===== config.mk =====
export PLATFORM = sky130hd
export DESIGN_NAME = hdc_dir_ctrl
export DESIGN_NICKNAME = d
export VERILOG_FILES = /design/src/verilog/hdc_pkg.sv /design/src/verilog/hdc_turn_if.sv /design/src/verilog/hdc_dir_ctrl.sv /design/src/verilog/hdc_rate_dec.sv
export VERILOG_INCLUDE_DIRS = /design/src /design/src/verilog
export SDC_FILE = /design/constraint.sdc
export NUM_CORES = 1
export LEC_CHECK = 0
export BUFFER_PORTS_ARGS = -buffer_cell sky130_fd_sc_hd__buf_4
export CAP_MARGIN = 20
export CORE_MARGIN = 1.5
export CORE_UTILIZATION = 55
export DETAILED_ROUTE_END_ITERATION = 8
export GPL_TIMING_DRIVEN = 0
export PLACE_DENSITY = 0.79
export SETUP_SLACK_MARGIN = 0.05
export SYNTH_ARGS = -nofsm -noshare
export SYNTH_HDL_FRONTEND = slang
export SYNTH_SLANG_ARGS = --single-unit

===== constraint.sdc =====
create_clock -name core_clk_i -period 4.4 [get_ports core_clk_i]
set_input_delay 0.44 -clock core_clk_i [delete_from_list [all_inputs] [get_ports core_clk_i]]
set_output_delay 0.44 -clock core_clk_i [all_outputs]
set_load 0.05 [all_outputs]

===== src/verilog/hdc_regs.svh =====
// Function
// Four-bit rate switch selects 38400 down to 600 baud by fixed codes.
// Serial port is DCE with data lines only; no modem control lines used.
// Device drives the differential bus while forwarding serial data onto it.
// Bus driver released when idle or forwarding bus data to serial port.
// Activity on serial transmit input enters transmit mode without delay.
// Return to receive only after transmit input idle for full turnaround.
// Turnaround is 1,1,2,4,7,14,28 ms for 38400 down to 600 baud.
// Bus controller waits at least turnaround before answering a request.
// Bus controller waits at least turnaround before its next request.
// Attached modem must ignore request-to-send and data-terminal-ready.
// Modem must be full duplex and pass the needed character size.
// New activity during turnaround restarts the idle timer.
`ifndef HDC_REGS_SVH
`define HDC_REGS_SVH

// ****************************************************************
// Rate switch codes
// ****************************************************************
`define HDC_SW_38400 4'h0
`define HDC_SW_19200 4'h2
`define HDC_SW_9600  4'h4
`define HDC_SW_4800  4'h6
`define HDC_SW_2400  4'h8
`define HDC_SW_1200  4'ha
`define HDC_SW_600   4'hc

// ****************************************************************
// Timing
// ****************************************************************
`define HDC_CLK_MHZ       100
`define HDC_TA_MS_38400   1
`define HDC_TA_MS_19200   1
`define HDC_TA_MS_9600    2
`define HDC_TA_MS_4800    4
`define HDC_TA_MS_2400    7
`define HDC_TA_MS_1200    14
`define HDC_TA_MS_600     28
`define HDC_CYC_PER_MS    (`HDC_CLK_MHZ * 1000)

`endif


===== src/verilog/hdc_pkg.sv =====
package hdc_pkg;
    typedef enum logic [1:0] {
        HDC_RX = 2'b01,
        HDC_TX = 2'b10
    } hdc_mode_t;
endpackage


===== src/verilog/hdc_turn_if.sv =====
`timescale 1ns/1ns
// Turnaround select from rate decode to direction control
interface hdc_turn_if;
    logic [31:0] turn_cycles;
    modport decoder (output turn_cycles);
    modport ctrl    (input  turn_cycles);
endinterface


===== src/verilog/hdc_dir_ctrl.sv =====
`timescale 1ns/1ns
`include "hdc_regs.svh"
module hdc_dir_ctrl
    import hdc_pkg::*;
#(
    parameter int unsigned CYC_PER_MS = `HDC_CYC_PER_MS
) (
    // Clock and reset
    input  wire logic       core_clk_i,
    input  wire logic       rst_n_i,
    // Configuration switch
    input  wire logic [3:0] rate_sw_i,
    // Serial side, data only
    input  wire logic       ser_txd_i,
    output logic            ser_rxd_o,
    // Bus side
    input  wire logic       bus_rx_i,
    output logic            bus_tx_o,
    output logic            bus_de_o,
    output logic            tx_mode_o
);
    // ****************************************************************
    // Input synchronisers
    // ****************************************************************
    logic [3:0] sw_s1, sw_s2;
    logic       txd_s1, txd_s2, rx_s1, rx_s2;

    // A pulse shorter than one clock may slip past; far below any bit time
    // Pins come from outside the clock domain; idle line level is high
    always_ff @(posedge core_clk_i or negedge rst_n_i) begin
        if (!rst_n_i) begin
            sw_s1  <= 4'h0;
            sw_s2  <= 4'h0;
            txd_s1 <= 1'b1;
            txd_s2 <= 1'b1;
            rx_s1  <= 1'b1;
            rx_s2  <= 1'b1;
        end else begin
            sw_s1  <= rate_sw_i;
            sw_s2  <= sw_s1;
            txd_s1 <= ser_txd_i;
            txd_s2 <= txd_s1;
            rx_s1  <= bus_rx_i;
            rx_s2  <= rx_s1;
        end
    end

    // ****************************************************************
    // Rate decode
    // ****************************************************************
    hdc_turn_if turn_bus ();

    hdc_rate_dec #(
        .CYC_PER_MS (CYC_PER_MS)
    ) u_rate (
        .rate_sw_i (sw_s2),
        .turn      (turn_bus.decoder)
    );

    // ****************************************************************
    // Direction state machine
    // ****************************************************************
    hdc_mode_t   mode, next_mode;
    logic [31:0] idle_cnt, next_idle_cnt;
    logic        active;

    // Any low level on the transmit line is character activity
    assign active = ~txd_s2;

    always_comb begin
        next_mode     = mode;
        next_idle_cnt = idle_cnt;
        case (mode)
            HDC_RX: begin
                next_idle_cnt = 32'h0;
                if (active) begin
                    next_mode = HDC_TX;
                end
            end
            HDC_TX: begin
                if (active) begin
                    next_idle_cnt = 32'h0;
                end else if (idle_cnt + 32'h1 >= turn_bus.turn_cycles) begin
                    next_mode     = HDC_RX;
                    next_idle_cnt = 32'h0;
                end else begin
                    next_idle_cnt = idle_cnt + 32'h1;
                end
            end
            default: begin
                next_mode     = HDC_RX;
                next_idle_cnt = 32'h0;
            end
        endcase
    end

    always_ff @(posedge core_clk_i or negedge rst_n_i) begin
        if (!rst_n_i) begin
            mode     <= HDC_RX;
            idle_cnt <= 32'h0;
        end else begin
            mode     <= next_mode;
            idle_cnt <= next_idle_cnt;
        end
    end

    // ****************************************************************
    // Data paths
    // ****************************************************************
    logic next_bus_tx, next_ser_rxd;

    // Transmit path is registered from txd_s2 in every state, like the state itself, so start bit leaves with the enable
    // no modem control pins exist on this port
    always_comb begin
        next_bus_tx  = txd_s2;
        next_ser_rxd = (mode == HDC_RX) ? rx_s2 : 1'b1;
    end

    always_ff @(posedge core_clk_i or negedge rst_n_i) begin
        if (!rst_n_i) begin
            bus_tx_o  <= 1'b1;
            ser_rxd_o <= 1'b1;
        end else begin
            bus_tx_o  <= next_bus_tx;
            ser_rxd_o <= next_ser_rxd;
        end
    end

    // Enable straight from state: driver on only in transmit mode
    assign bus_de_o  = (mode == HDC_TX);
    assign tx_mode_o = (mode == HDC_TX);

    // ****************************************************************
    // Check helpers
    // ****************************************************************
    // These feed only the assertions below and drive no output
    logic [31:0] idle_run, next_idle_run;
    logic [31:0] exp_ms;

    // Own count of consecutive idle samples, so the release check does not
    // lean on the timer that it judges; saturates so it cannot wrap
    always_comb begin
        if (!txd_s2) begin
            next_idle_run = 32'h0;
        end else if (idle_run == 32'hffff_ffff) begin
            next_idle_run = idle_run;
        end else begin
            next_idle_run = idle_run + 32'h1;
        end
    end

    // Register the run count
    always_ff @(posedge core_clk_i or negedge rst_n_i) begin
        if (!rst_n_i) begin
            idle_run <= 32'h0;
        end else begin
            idle_run <= next_idle_run;
        end
    end

    // Expected turnaround per switch code, kept apart from the decoder
    always_comb begin
        case (sw_s2)
            `HDC_SW_38400: exp_ms = `HDC_TA_MS_38400;
            `HDC_SW_19200: exp_ms = `HDC_TA_MS_19200;
            `HDC_SW_9600:  exp_ms = `HDC_TA_MS_9600;
            `HDC_SW_4800:  exp_ms = `HDC_TA_MS_4800;
            `HDC_SW_2400:  exp_ms = `HDC_TA_MS_2400;
            `HDC_SW_1200:  exp_ms = `HDC_TA_MS_1200;
            `HDC_SW_600:   exp_ms = `HDC_TA_MS_600;
            default:       exp_ms = `HDC_TA_MS_600;
        endcase
    end
endmodule // hdc_dir_ctrl


===== src/verilog/hdc_rate_dec.sv =====
`timescale 1ns/1ns
`include "hdc_regs.svh"
module hdc_rate_dec
    import hdc_pkg::*;
#(
    parameter int unsigned CYC_PER_MS = `HDC_CYC_PER_MS
) (
    // Switch
    input  wire logic [3:0] rate_sw_i,
    // Result
    hdc_turn_if.decoder     turn
);
    logic [31:0] ms;

    // Switch code to turnaround in ms; unlisted codes take the longest time as a safe choice
    always_comb begin
        case (rate_sw_i)
            `HDC_SW_38400: ms = `HDC_TA_MS_38400;
            `HDC_SW_19200: ms = `HDC_TA_MS_19200;
            `HDC_SW_9600:  ms = `HDC_TA_MS_9600;
            `HDC_SW_4800:  ms = `HDC_TA_MS_4800;
            `HDC_SW_2400:  ms = `HDC_TA_MS_2400;
            `HDC_SW_1200:  ms = `HDC_TA_MS_1200;
            `HDC_SW_600:   ms = `HDC_TA_MS_600;
            default:       ms = `HDC_TA_MS_600;
        endcase
    end

    assign turn.turn_cycles = ms * CYC_PER_MS;
endmodule // hdc_rate_dec


==> results of run 1 <==
-- critical path, cell delays in order (launching register included) --
cell and delay (ps):
dfrtp_2 470, nand2b_4 180, a21oi_4 180, nand2b_4 170
ha_4 210, xnor2_2 130, ha_1 310, ha_4 290
nand3b_1 130, o31ai_2 280, a21o_1 140, nand2_1 60
xnor2_1 130, ha_1 350, a21oi_2 180, nor2b_1 80
o21ai_1 160, nor4bb_4 260, o311ai_4 240, buf_6 190
o32a_1 280
-- power breakdown --
group	internal (W)	total [W]	switching, W
combinational	0.000125	0.000291	0.000165
clock	0.000171	0.000325	0.000153
sequential	0.000470	0.000488	0.0000177
total	0.000767	0.00110	0.000336
-- worst paths after layout --
| path | start | end | slack (ps) | cells after the start |
|---|---|---|---|---|
| setup / recovery | sw_s2[2] | mode[0] | -100 | 20 |
| hold reg to reg | sw_s1[2] | sw_s2[2] | 350 | 0 |
| max in group asynchronous | rst_n_i | sw_s2[0] | 3820 | 1 |
| min in group core_clk_i | ser_txd_i | txd_s1 | 240 | 1 |
| hold / removal | rst_n_i | idle_cnt[22] | 130 | 1 |
| setup reg to reg | sw_s2[2] | mode[0] | -100 | 20 |
-- per-stage QoR --
step	hold slack (ps)	setup slack, ps	cell area (µm²)	power, W
global placement	336	-274	3610	0.000716
CTS	142	51.4	3840	0.00106
finish	134	-95.0	4210	0.00110
detailed placement	336	-314	3610	0.000723
floorplan	144	285	3430	0.000663
global route	180	-287	4210	0.00115
-- cells by family after synthesis --
group                    Yosys count  share of synthesized area [%]
buffers and inverters             24                           4.10
AO/OA/AOI/OAI                     40                           8.42
adder cells (fa/ha/maj)           39                           14.6
multiplexers                       2                          0.628
flip-flops                        48                           35.7
other                              2                          0.222
XOR/XNOR                          34                           8.79
AND/OR/NAND/NOR                  143                           27.5
-- synthesized netlist by cell type (3+ instances only) --
cell	number	area, µm²
and3_1	3	18.8
dfstp_2	7	184
nand2b_1	5	31.3
inv_1	15	56.3
nand4_1	13	81.3
xor2_1	12	105
nor3_1	5	25.0
nor2_1	16	60.1
ha_1	38	475
a21o_1	3	22.5
buf_6	4	45.0
nand2_1	42	158
nand3_1	11	55.1
xnor2_1	22	193
nor2b_1	3	18.8
nor4_1	5	31.3
dfrtp_1	41	1030
o21ai_0	8	40.0
a21oi_1	13	65.1
nor4_2	20	250
-- layer usage --
layer  global-route usage (%)  routed length (µm)  up-vias
li1                         -                   -     1290
met1                     31.3                3370     1316
met2                     37.9                3930       78
met3                     3.78                 329       21
met4                     9.31                 260        0
met5                        0                   0        -
-- registers in the layout (all words and copies together), names as in the netlist, 2 cells and up --
register	flops
sw_s1	4
idle_cnt	32
mode	2
sw_s2	4
-- layout make-up --
class                   count  share of cell area (%)
well taps                  75                    2.23
inverters                  15                    1.34
repair buffers             33                    6.34
plain buffers               9                    1.96
clock buffers               5                    1.64
flip-flops and latches     48                    28.9
multi-input cells         271                    56.5
clock inverters             3                    1.13
-- layout by cell type (no fill, tap or decap), drive strengths merged, types with 13 or more instances in the layout --
cell / netlist / routed
a21oi: 14 / 14
buf: 7 / 40
conb: 2 / 13
dfrtp: 41 / 41
ha: 38 / 38
inv: 15 / 15
nand2: 43 / 43
nand3: 13 / 13
nand4: 14 / 14
nor2: 16 / 16
nor4: 27 / 27
xnor2: 22 / 22
-- timing repair --
action | 4_1_cts | 5_1_grt
gates resized for setup | 15 | 41
gates cloned | 2 | 0
hold buffers | 0 | 0
endpoints found under the setup margin | 24 | 24
pin swaps | 3 | 43
buffers inserted | 5 | 15
==> impl_metrics.py, run 1 <==
metrics = {
    "sta": {
        "setup_ws_ps": -95.0,
        "rsz0062_at_grt": "yes",
        "fmax_mhz": 222,
        "hold_viol": 0,
        "finalSetupTns_ps": -159,
        "period_needed_ps": 4500,
        "skew_ps": 6.61,
        "setup_viol": 4,
        "fin_crit_sh_pct": 102,
        "tightest_slew_ps": 1020,
        "maxSlewViolCount": 0,
        "slew_headroom_pct": 31.3,
    },
    "detailed_routing": {
        "drt_pass1_iterations": 6,
        "finalWirelength_um": 7890,
        "ant_nets": 0,
        "vias_per_cell": 5.89,
        "drc": 0,
        "wl_per_cell_um": 17.2,
        "drt_iter0_markers": 184,
        "vias": 2705,
    },
    "synth": {
        "syn_area_um2": 3390,
        "synth_enable_flop_cells": 0,
        "ys_types": 55,
        "syn_area_per_cell_um2": 10.2,
        "syn_inst": 332,
        "yosys_warnings": 0,
        "synth-main-ff-cell": "dfrtp_1",
        "yosys_register_bits": 48,
        "synth_seq_area_share_pct": 35.7,
        "postSynth.asyncResetShare_pct": 100,
    },
    "placed_design": {
        "place.gp.congestion": 0.864,
        "portBuffers": 11,
        "place_inst": 429,
        "dp_hpwl_um": 4880,
    },
    "floorplan": {
        "fp.dieW_um": 81.5,
        "die_h_um": 81.5,
        "dieArea_um2": 6640,
        "io_pins": 12,
        "initial_core_util_pct": 57.2,
        "rows": 28,
        "core_area_um2": 5920,
    },
    "cells_and_area": {
        "drive_gt1_share_pct": 29.4,
        "areaGrowthSynthToFinish_pct": 24.2,
        "nFillCells": 387,
        "multiInputGateArea_um2": 2380,
        "finalNonFillerCells": 459,
        "ff_latch_area_um2": 1210,
        "fin_nets": 430,
        "final_core_util_pct": 71.0,
        "antenna_cells": 0,
    },
    "power": {
        "cellLeakagePower_nw": 1.97,
        "irDropWorstVdd_v": 0.000279,
        "p_per_area_nw_per_um2": 262,
    },
    "cts": {
        "cts.sinks": 48,
        "cts_buffer_depth": 2,
        "cts_tree": "done",
        "cts_max_level": 2,
        "insertion_delay_ps": 300,
        "cts_made_buffers": 5,
        "root_buffer": "clkbuf_8",
        "path_clk_slew_ps": 90,
    },
    "status": {
        "failed_checks": "negative setup slack",
        "status": "complete, but fails checks",
    },
    "global_routing": {
        "grt_max_degree": 49,
        "grt.overflow.total": 0,
        "track_usage_pct": 23.4,
        "grt_pass1_vias": 2522,
        "grt_pass1_wl_um": 11900,
        "antenna_found_initial": 0,
    },
    "critical_path": {
        "critPathCaptureType": "flop",
        "startpoint_type": "flop",
        "worstPathArrival_ps": 4730,
        "required_ps": 4640,
        "crit_path_max_fanout": 7,
        "crit_type": "reg -> reg",
    },
    "run": {
        "drv_cap": 0,
    },
    "hold_path": {
        "worstHoldPathType": "in -> async",
    },
}
(Power assumes the default switching activity.)
==> run 2: changes to the inputs <==
--- a/config.mk
+++ b/config.mk
@@ -11,7 +11,6 @@
 export CORE_MARGIN = 1.5
 export CORE_UTILIZATION = 55
 export DETAILED_ROUTE_END_ITERATION = 8
-export GPL_TIMING_DRIVEN = 0
 export PLACE_DENSITY = 0.79
 export SETUP_SLACK_MARGIN = 0.05
 export SYNTH_ARGS = -nofsm -noshare
==> run 2 against run 1 <==
Against the previous run:
- the run still ends with negative setup slack left
- cell area shrank 1.6%
- combinational power shrank 2%
- first-iteration DRC count shrank 8.2%
- sequential share of layout area grew 0.48 points
- clock power shrank 16%
- setup slack gained 16 ps
- utilization shrank 1.2 points
- final cell count shrank 1.5%
- critical path depth grew 1
- routed wire length grew 0.56%
- critical endpoint unchanged
- highest routed layer unchanged
==> impl_metrics.py, run 2 (synthesis gave the netlist of run 1 again) <==
metrics = {
    "cts": {
        "cts_tree": "done",
        "path_clk_slew_ps": 100,
        "insertion_delay_ps": 310,
        "cts_made_buffers": 5,
        "hold_buffers": 0,
        "cts_max_level": 2,
        "cts.sinks": 48,
        "root_buffer": "clkbuf_8",
        "cts_buffer_depth": 2,
    },
    "global_routing": {
        "grt_pass1_vias": 2589,
        "grt.overflow.total": 0,
        "antenna_found_initial": 0,
        "track_usage_pct": 24.3,
        "grt_max_degree": 49,
        "grt_pass1_wl_um": 12200,
    },
    "sta": {
        "setup_viol": 12,
        "slew_headroom_pct": 7.85,
        "maxSlewViolCount": 0,
        "rsz0062_at_grt": "yes",
        "hold_viol": 0,
        "fmax_mhz": 223,
        "setup_ws_ps": -79.3,
        "tightest_slew_ps": 1380,
        "period_needed_ps": 4480,
        "fin_crit_sh_pct": 102,
        "skew_ps": 7.54,
    },
    "cells_and_area": {
        "final_core_util_pct": 69.9,
        "drive_gt1_share_pct": 29.7,
        "largest_reg_flops": 32,
        "regMostFlops": "idle_cnt",
        "top_regs": "idle_cnt: 32 flops, sw_s1: 4 flops, sw_s2: 4 flops",
        "nFillCells": 405,
        "areaGrowthSynthToFinish_pct": 22.1,
        "final_area_um2": 4140,
        "final_common_cell": "nand2_1",
        "antenna_cells": 0,
        "fin_nets": 423,
        "final_cell_mix": "nand2_1, dfrtp_1, ha_1",
    },
    "critical_path": {
        "reg2reg_from": "sw_s2[3]",
        "required_ps": 4640,
        "startpoint_type": "flop",
        "worstRegToRegCells": 21,
        "worstPathArrival_ps": 4720,
        "crit_path_max_fanout": 7,
        "critPathLaunch": "sw_s2[3]",
        "critPathCaptureType": "flop",
        "crit_type": "reg -> reg",
    },
    "power": {
        "p_per_area_nw_per_um2": 253,
        "irDropWorstVdd_v": 0.000333,
        "cellLeakagePower_nw": 1.92,
    },
    "run": {
        "drv_cap": 0,
    },
    "floorplan": {
        "rows": 28,
        "fp.dieW_um": 81.5,
        "core_area_um2": 5920,
        "io_pins": 12,
        "die_h_um": 81.5,
        "dieArea_um2": 6640,
        "initial_core_util_pct": 57.2,
    },
    "placed_design": {
        "dpl_cell_area_um2": 3620,
        "dp_hpwl_um": 5180,
        "place.gp.congestion": 0.853,
        "portBuffers": 11,
    },
    "status": {
        "status": "complete, but fails checks",
        "failed_checks": "negative setup slack",
    },
    "detailed_routing": {
        "drt_pass1_iterations": 4,
        "wl_per_cell_um": 17.5,
        "ant_nets": 0,
        "vias": 2682,
        "vias_per_cell": 5.93,
        "drt_iter0_markers": 169,
        "finalWirelength_um": 7930,
        "drc": 0,
    },
    "hold_path": {
        "worstHoldPathType": "in -> async",
    },
}
[run 2: worst max-delay path, cell delays in order (launching register included)]
cell and delay, ps:
dfrtp_2 440, inv_2 90, nand3_2 90, a21oi_2 190
nand2b_4 170, ha_4 210, xnor2_2 140, ha_1 340
ha_4 280, nand3b_1 110, o31ai_2 270, a21o_1 160
nand2_2 70, xnor2_2 140, ha_1 300, a21oi_2 150
nor2b_1 60, o21ai_1 160, nor4bb_4 260, o311ai_4 270
buf_4 210, o32a_1 280
[run 2: what timing repair did]
item | CTS | global route
gates resized for setup | 17 | 30
setup endpoints to repair | 24 | 24
cloned | 2 | 1
pin swaps | 9 | 40
setup buffers | 9 | 2
[run 2: layer usage]
| layer | up-vias | wire (µm) | GRT usage (%) |
|---|---|---|---|
| met1 | 1315 | 3360 | 32.3 |
| li1 | 1273 | - | - |
| met5 | - | 0 | 0 |
| met2 | 74 | 4000 | 40.0 |
| met3 | 20 | 355 | 3.78 |
| met4 | 0 | 210 | 9.14 |
[run 2: path summary, 6_finish.rpt]
path | end | slack, ps
min in group core_clk_i | sw_s1[0] | 230
hold / removal | idle_cnt[27] | 120
setup reg to reg | mode[0] | -80
max in group asynchronous | sw_s2[2] | 3840
setup / recovery | mode[0] | -80
hold reg to reg | sw_s2[3] | 360
[run 2: cell type report]
cell class                      instances  area [µm²]  share of cell area, %
Tap cell                               75        93.8                   2.27
Timing Repair Buffer                   35         327                   7.89
Inverter                               15        56.3                   1.36
Clock inverter                          3        22.5                  0.544
Sequential cell                        48        1210                   29.3
Multi-Input combinational cell        271        2360                   56.9
Clock buffer                            5        68.8                   1.66
[run 2: power by group]
| part | switching (W) | internal, W |
|---|---|---|
| registers | 0.0000194 | 0.000470 |
| logic | 0.000162 | 0.000123 |
| clock network | 0.000158 | 0.000114 |
| total | 0.000340 | 0.000707 |
[run 2: through the flow]
stage          total power [W]  setup WS (ps)  TNS, ps  std cells  hold slack (ps)
6_report               0.00105          -79.3     -337        452              123
2_1_floorplan         0.000663            285        0        343              144
3_5_place_dp          0.000729           -290    -5260        430              335
4_1_cts                0.00102           50.6        0        449              149
5_1_grt                0.00110           -248    -4150        452              167
3_3_place_gp          0.000719          -26.9     -187        430              336
==> run 3: changes to the inputs <==
--- a/config.mk
+++ b/config.mk
@@ -6,12 +6,12 @@
 export SDC_FILE = /design/constraint.sdc
 export NUM_CORES = 1
 export LEC_CHECK = 0
-export BUFFER_PORTS_ARGS = -buffer_cell sky130_fd_sc_hd__buf_4
 export CAP_MARGIN = 20
 export CORE_MARGIN = 1.5
 export CORE_UTILIZATION = 55
 export DETAILED_ROUTE_END_ITERATION = 8
-export PLACE_DENSITY = 0.79
+export DONT_BUFFER_PORTS = 1
+export PLACE_DENSITY = 0.77
 export SETUP_SLACK_MARGIN = 0.05
 export SYNTH_ARGS = -nofsm -noshare
 export SYNTH_HDL_FRONTEND = slang
==> run 3 against run 2 <==
Against the previous run:
- the flow now finishes without violations
- critical path type unchanged
- largest power group unchanged
- power rose by 4.0%
- sequential share of layout area rose by 1.5 points
- hold slack improved by 12 ps
- clock power rose by 21%
- utilization fell by 3.5 points
- via count fell by 5.7%
- non-clock buffer count fell by 16
- critical endpoint unchanged
- highest routed layer unchanged
- clock skew barely moved
- routed wire length fell by 7.9%
- cell area fell by 5.0%
==> impl_metrics.py, run 3 (synthesis gave the netlist of run 1 again) <==
metrics = {
    "cells_and_area": {
        "largest_reg_flops": 32,
        "drive_gt1_share_pct": 26.6,
        "final_cell_mix": "nand2_1, dfrtp_1, ha_1",
        "final_core_util_pct": 66.4,
        "regMostFlops": "idle_cnt",
        "areaGrowthSynthToFinish_pct": 16.0,
        "fin_nets": 407,
        "top_regs": "idle_cnt: 32 flops, sw_s1: 4 flops, sw_s2: 4 flops",
        "final_common_cell": "nand2_1",
        "multiInputGateArea_um2": 2250,
        "antenna_cells": 0,
        "nFillCells": 445,
        "ff_latch_area_um2": 1210,
        "finalNonFillerCells": 436,
    },
    "floorplan": {
        "fp.dieW_um": 81.5,
        "die_h_um": 81.5,
        "rows": 28,
        "initial_core_util_pct": 57.2,
        "core_area_um2": 5920,
        "dieArea_um2": 6640,
        "io_pins": 12,
    },
    "cts": {
        "cts.sinks": 48,
        "path_clk_slew_ps": 90,
        "insertion_delay_ps": 300,
        "cts_max_level": 2,
        "cts_made_buffers": 5,
        "cts_buffer_depth": 2,
        "cts_tree": "done",
        "root_buffer": "clkbuf_8",
    },
    "critical_path": {
        "required_ps": 4620,
        "crit_chain": "buf_4 -> nand2b_4 -> a21oi_2 -> buf_4 -> nor2b_1 -> ha_1 -> or2_4 -> ha_4 -> a31oi_2 -> nand3b_1 -> o31ai_2 -> a21o_1 -> nand2_1 -> xnor2_1 -> ha_1 -> a21oi_2 -> nor2b_1 -> o21ai_1 -> nor4bb_4 -> o311ai_4 -> buf_4 -> o32a_1",
        "critPathCaptureType": "flop",
        "crit_type": "reg -> reg",
        "startpoint_type": "flop",
        "worstPathArrival_ps": 4610,
        "crit_path_max_fanout": 5,
        "critPathTopFamily": "compound AO/OA/AOI/OAI gates",
        "slowest_stage": "dfrtp_2",
        "crit_top_cell": "buf_4",
        "path_buf_inv": 3,
        "slowest_delay_ps": 450,
    },
    "sta": {
        "skew_ps": 8.03,
        "slew_headroom_pct": 34.3,
        "period_needed_ps": 4390,
        "tightest_slew_ps": 980,
        "fmax_mhz": 228,
        "maxSlewViolCount": 0,
        "hold_viol": 0,
        "finalSetupTns_ps": 0,
        "setup_ws_ps": 13.8,
        "setup_viol": 0,
        "rsz0062_at_grt": "yes",
        "hold_ws_ps": 135,
        "fin_crit_sh_pct": 99.7,
    },
    "hold_path": {
        "worstHoldPathType": "in -> reg",
    },
    "placed_design": {
        "pre_cts_slack_ps": -277,
        "dp_hpwl_um": 5010,
        "place.gp.congestion": 0.877,
        "place_inst": 419,
        "portBuffers": 0,
    },
    "global_routing": {
        "grt_pass1_wl_um": 11700,
        "grt.overflow.total": 0,
        "antenna_found_initial": 0,
        "grt_pass1_vias": 2456,
        "grt_max_degree": 49,
        "track_usage_pct": 23.0,
    },
    "run": {
        "drv_cap": 0,
    },
    "detailed_routing": {
        "ant_nets": 0,
        "drt_pass1_iterations": 4,
        "vias_per_cell": 5.80,
        "wl_per_cell_um": 16.7,
        "drc": 0,
        "vias": 2529,
        "finalWirelength_um": 7300,
        "drt_iter0_markers": 124,
    },
    "status": {
        "status": "finished, final reports clean",
    },
    "power": {
        "cellLeakagePower_nw": 1.69,
        "p_per_area_nw_per_um2": 277,
        "irDropWorstVdd_v": 0.000337,
    },
}
## run 3: through the flow
stage	instance area (µm²)	total power, W
6_report	3930	0.00109
3_3_place_gp	3540	0.000701
3_5_place_dp	3540	0.000710
5_1_grt	3930	0.00114
2_1_floorplan	3430	0.000663
4_1_cts	3780	0.00107
## run 3: power by group
group          leakage [nW]  switching, W  internal [W]
combinational          1.03      0.000141      0.000112
clock                0.0614      0.000144      0.000186
sequential            0.601     0.0000355      0.000471
total                  1.69      0.000320      0.000769
## run 3: repair_timing
action	CTS	global route
gates resized for setup	10	20
cloned	0	1
buffers inserted	3	3
hold buffers	2	0
pin swaps	3	13
setup endpoints to repair	24	24
endpoints found under the hold margin	48	0
## run 3: worst paths after layout
kind                           start           end  slack, ps  cells after the start
setup reg to reg            sw_s2[3]       mode[0]         10                     22
hold / removal             ser_txd_i        txd_s1        140                      0
hold reg to reg             sw_s1[2]      sw_s2[2]        350                      0
setup / recovery            sw_s2[3]       mode[0]         10                     22
min in group asynchronous    rst_n_i  idle_cnt[29]        630                      2
max in group asynchronous    rst_n_i   next_bus_tx       3500                      2
## run 3: area by class of cell
cell class,count,area share (%)
Clock buffer,6,2.10
Tap cell,75,2.39
Timing Repair Buffer,19,4.96
Clock inverter,2,0.987
Sequential cell,48,30.9
Inverter,15,1.43
Multi-Input combinational cell,271,57.3
## run 3: routing by layer
metal | up-vias | track usage, % | routed length (µm)
met5 | - | 0 | 0
met4 | 0 | 5.86 | 123
met3 | 13 | 3.11 | 173
met2 | 42 | 38.3 | 3630
met1 | 1236 | 31.5 | 3380
li1 | 1238 | - | -
## run 3: worst register-to-register path, stage by stage (launching register included)
cell	delay, ps
dfrtp_2	450
buf_4	150
nand2b_4	70
a21oi_2	60
buf_4	130
nor2b_1	120
ha_1	170
or2_4	260
ha_4	280
a31oi_2	120
nand3b_1	210
o31ai_2	290
a21o_1	150
nand2_1	60
xnor2_1	130
ha_1	320
a21oi_2	120
nor2b_1	50
o21ai_1	140
nor4bb_4	270
o311ai_4	220
buf_4	200
o32a_1	330
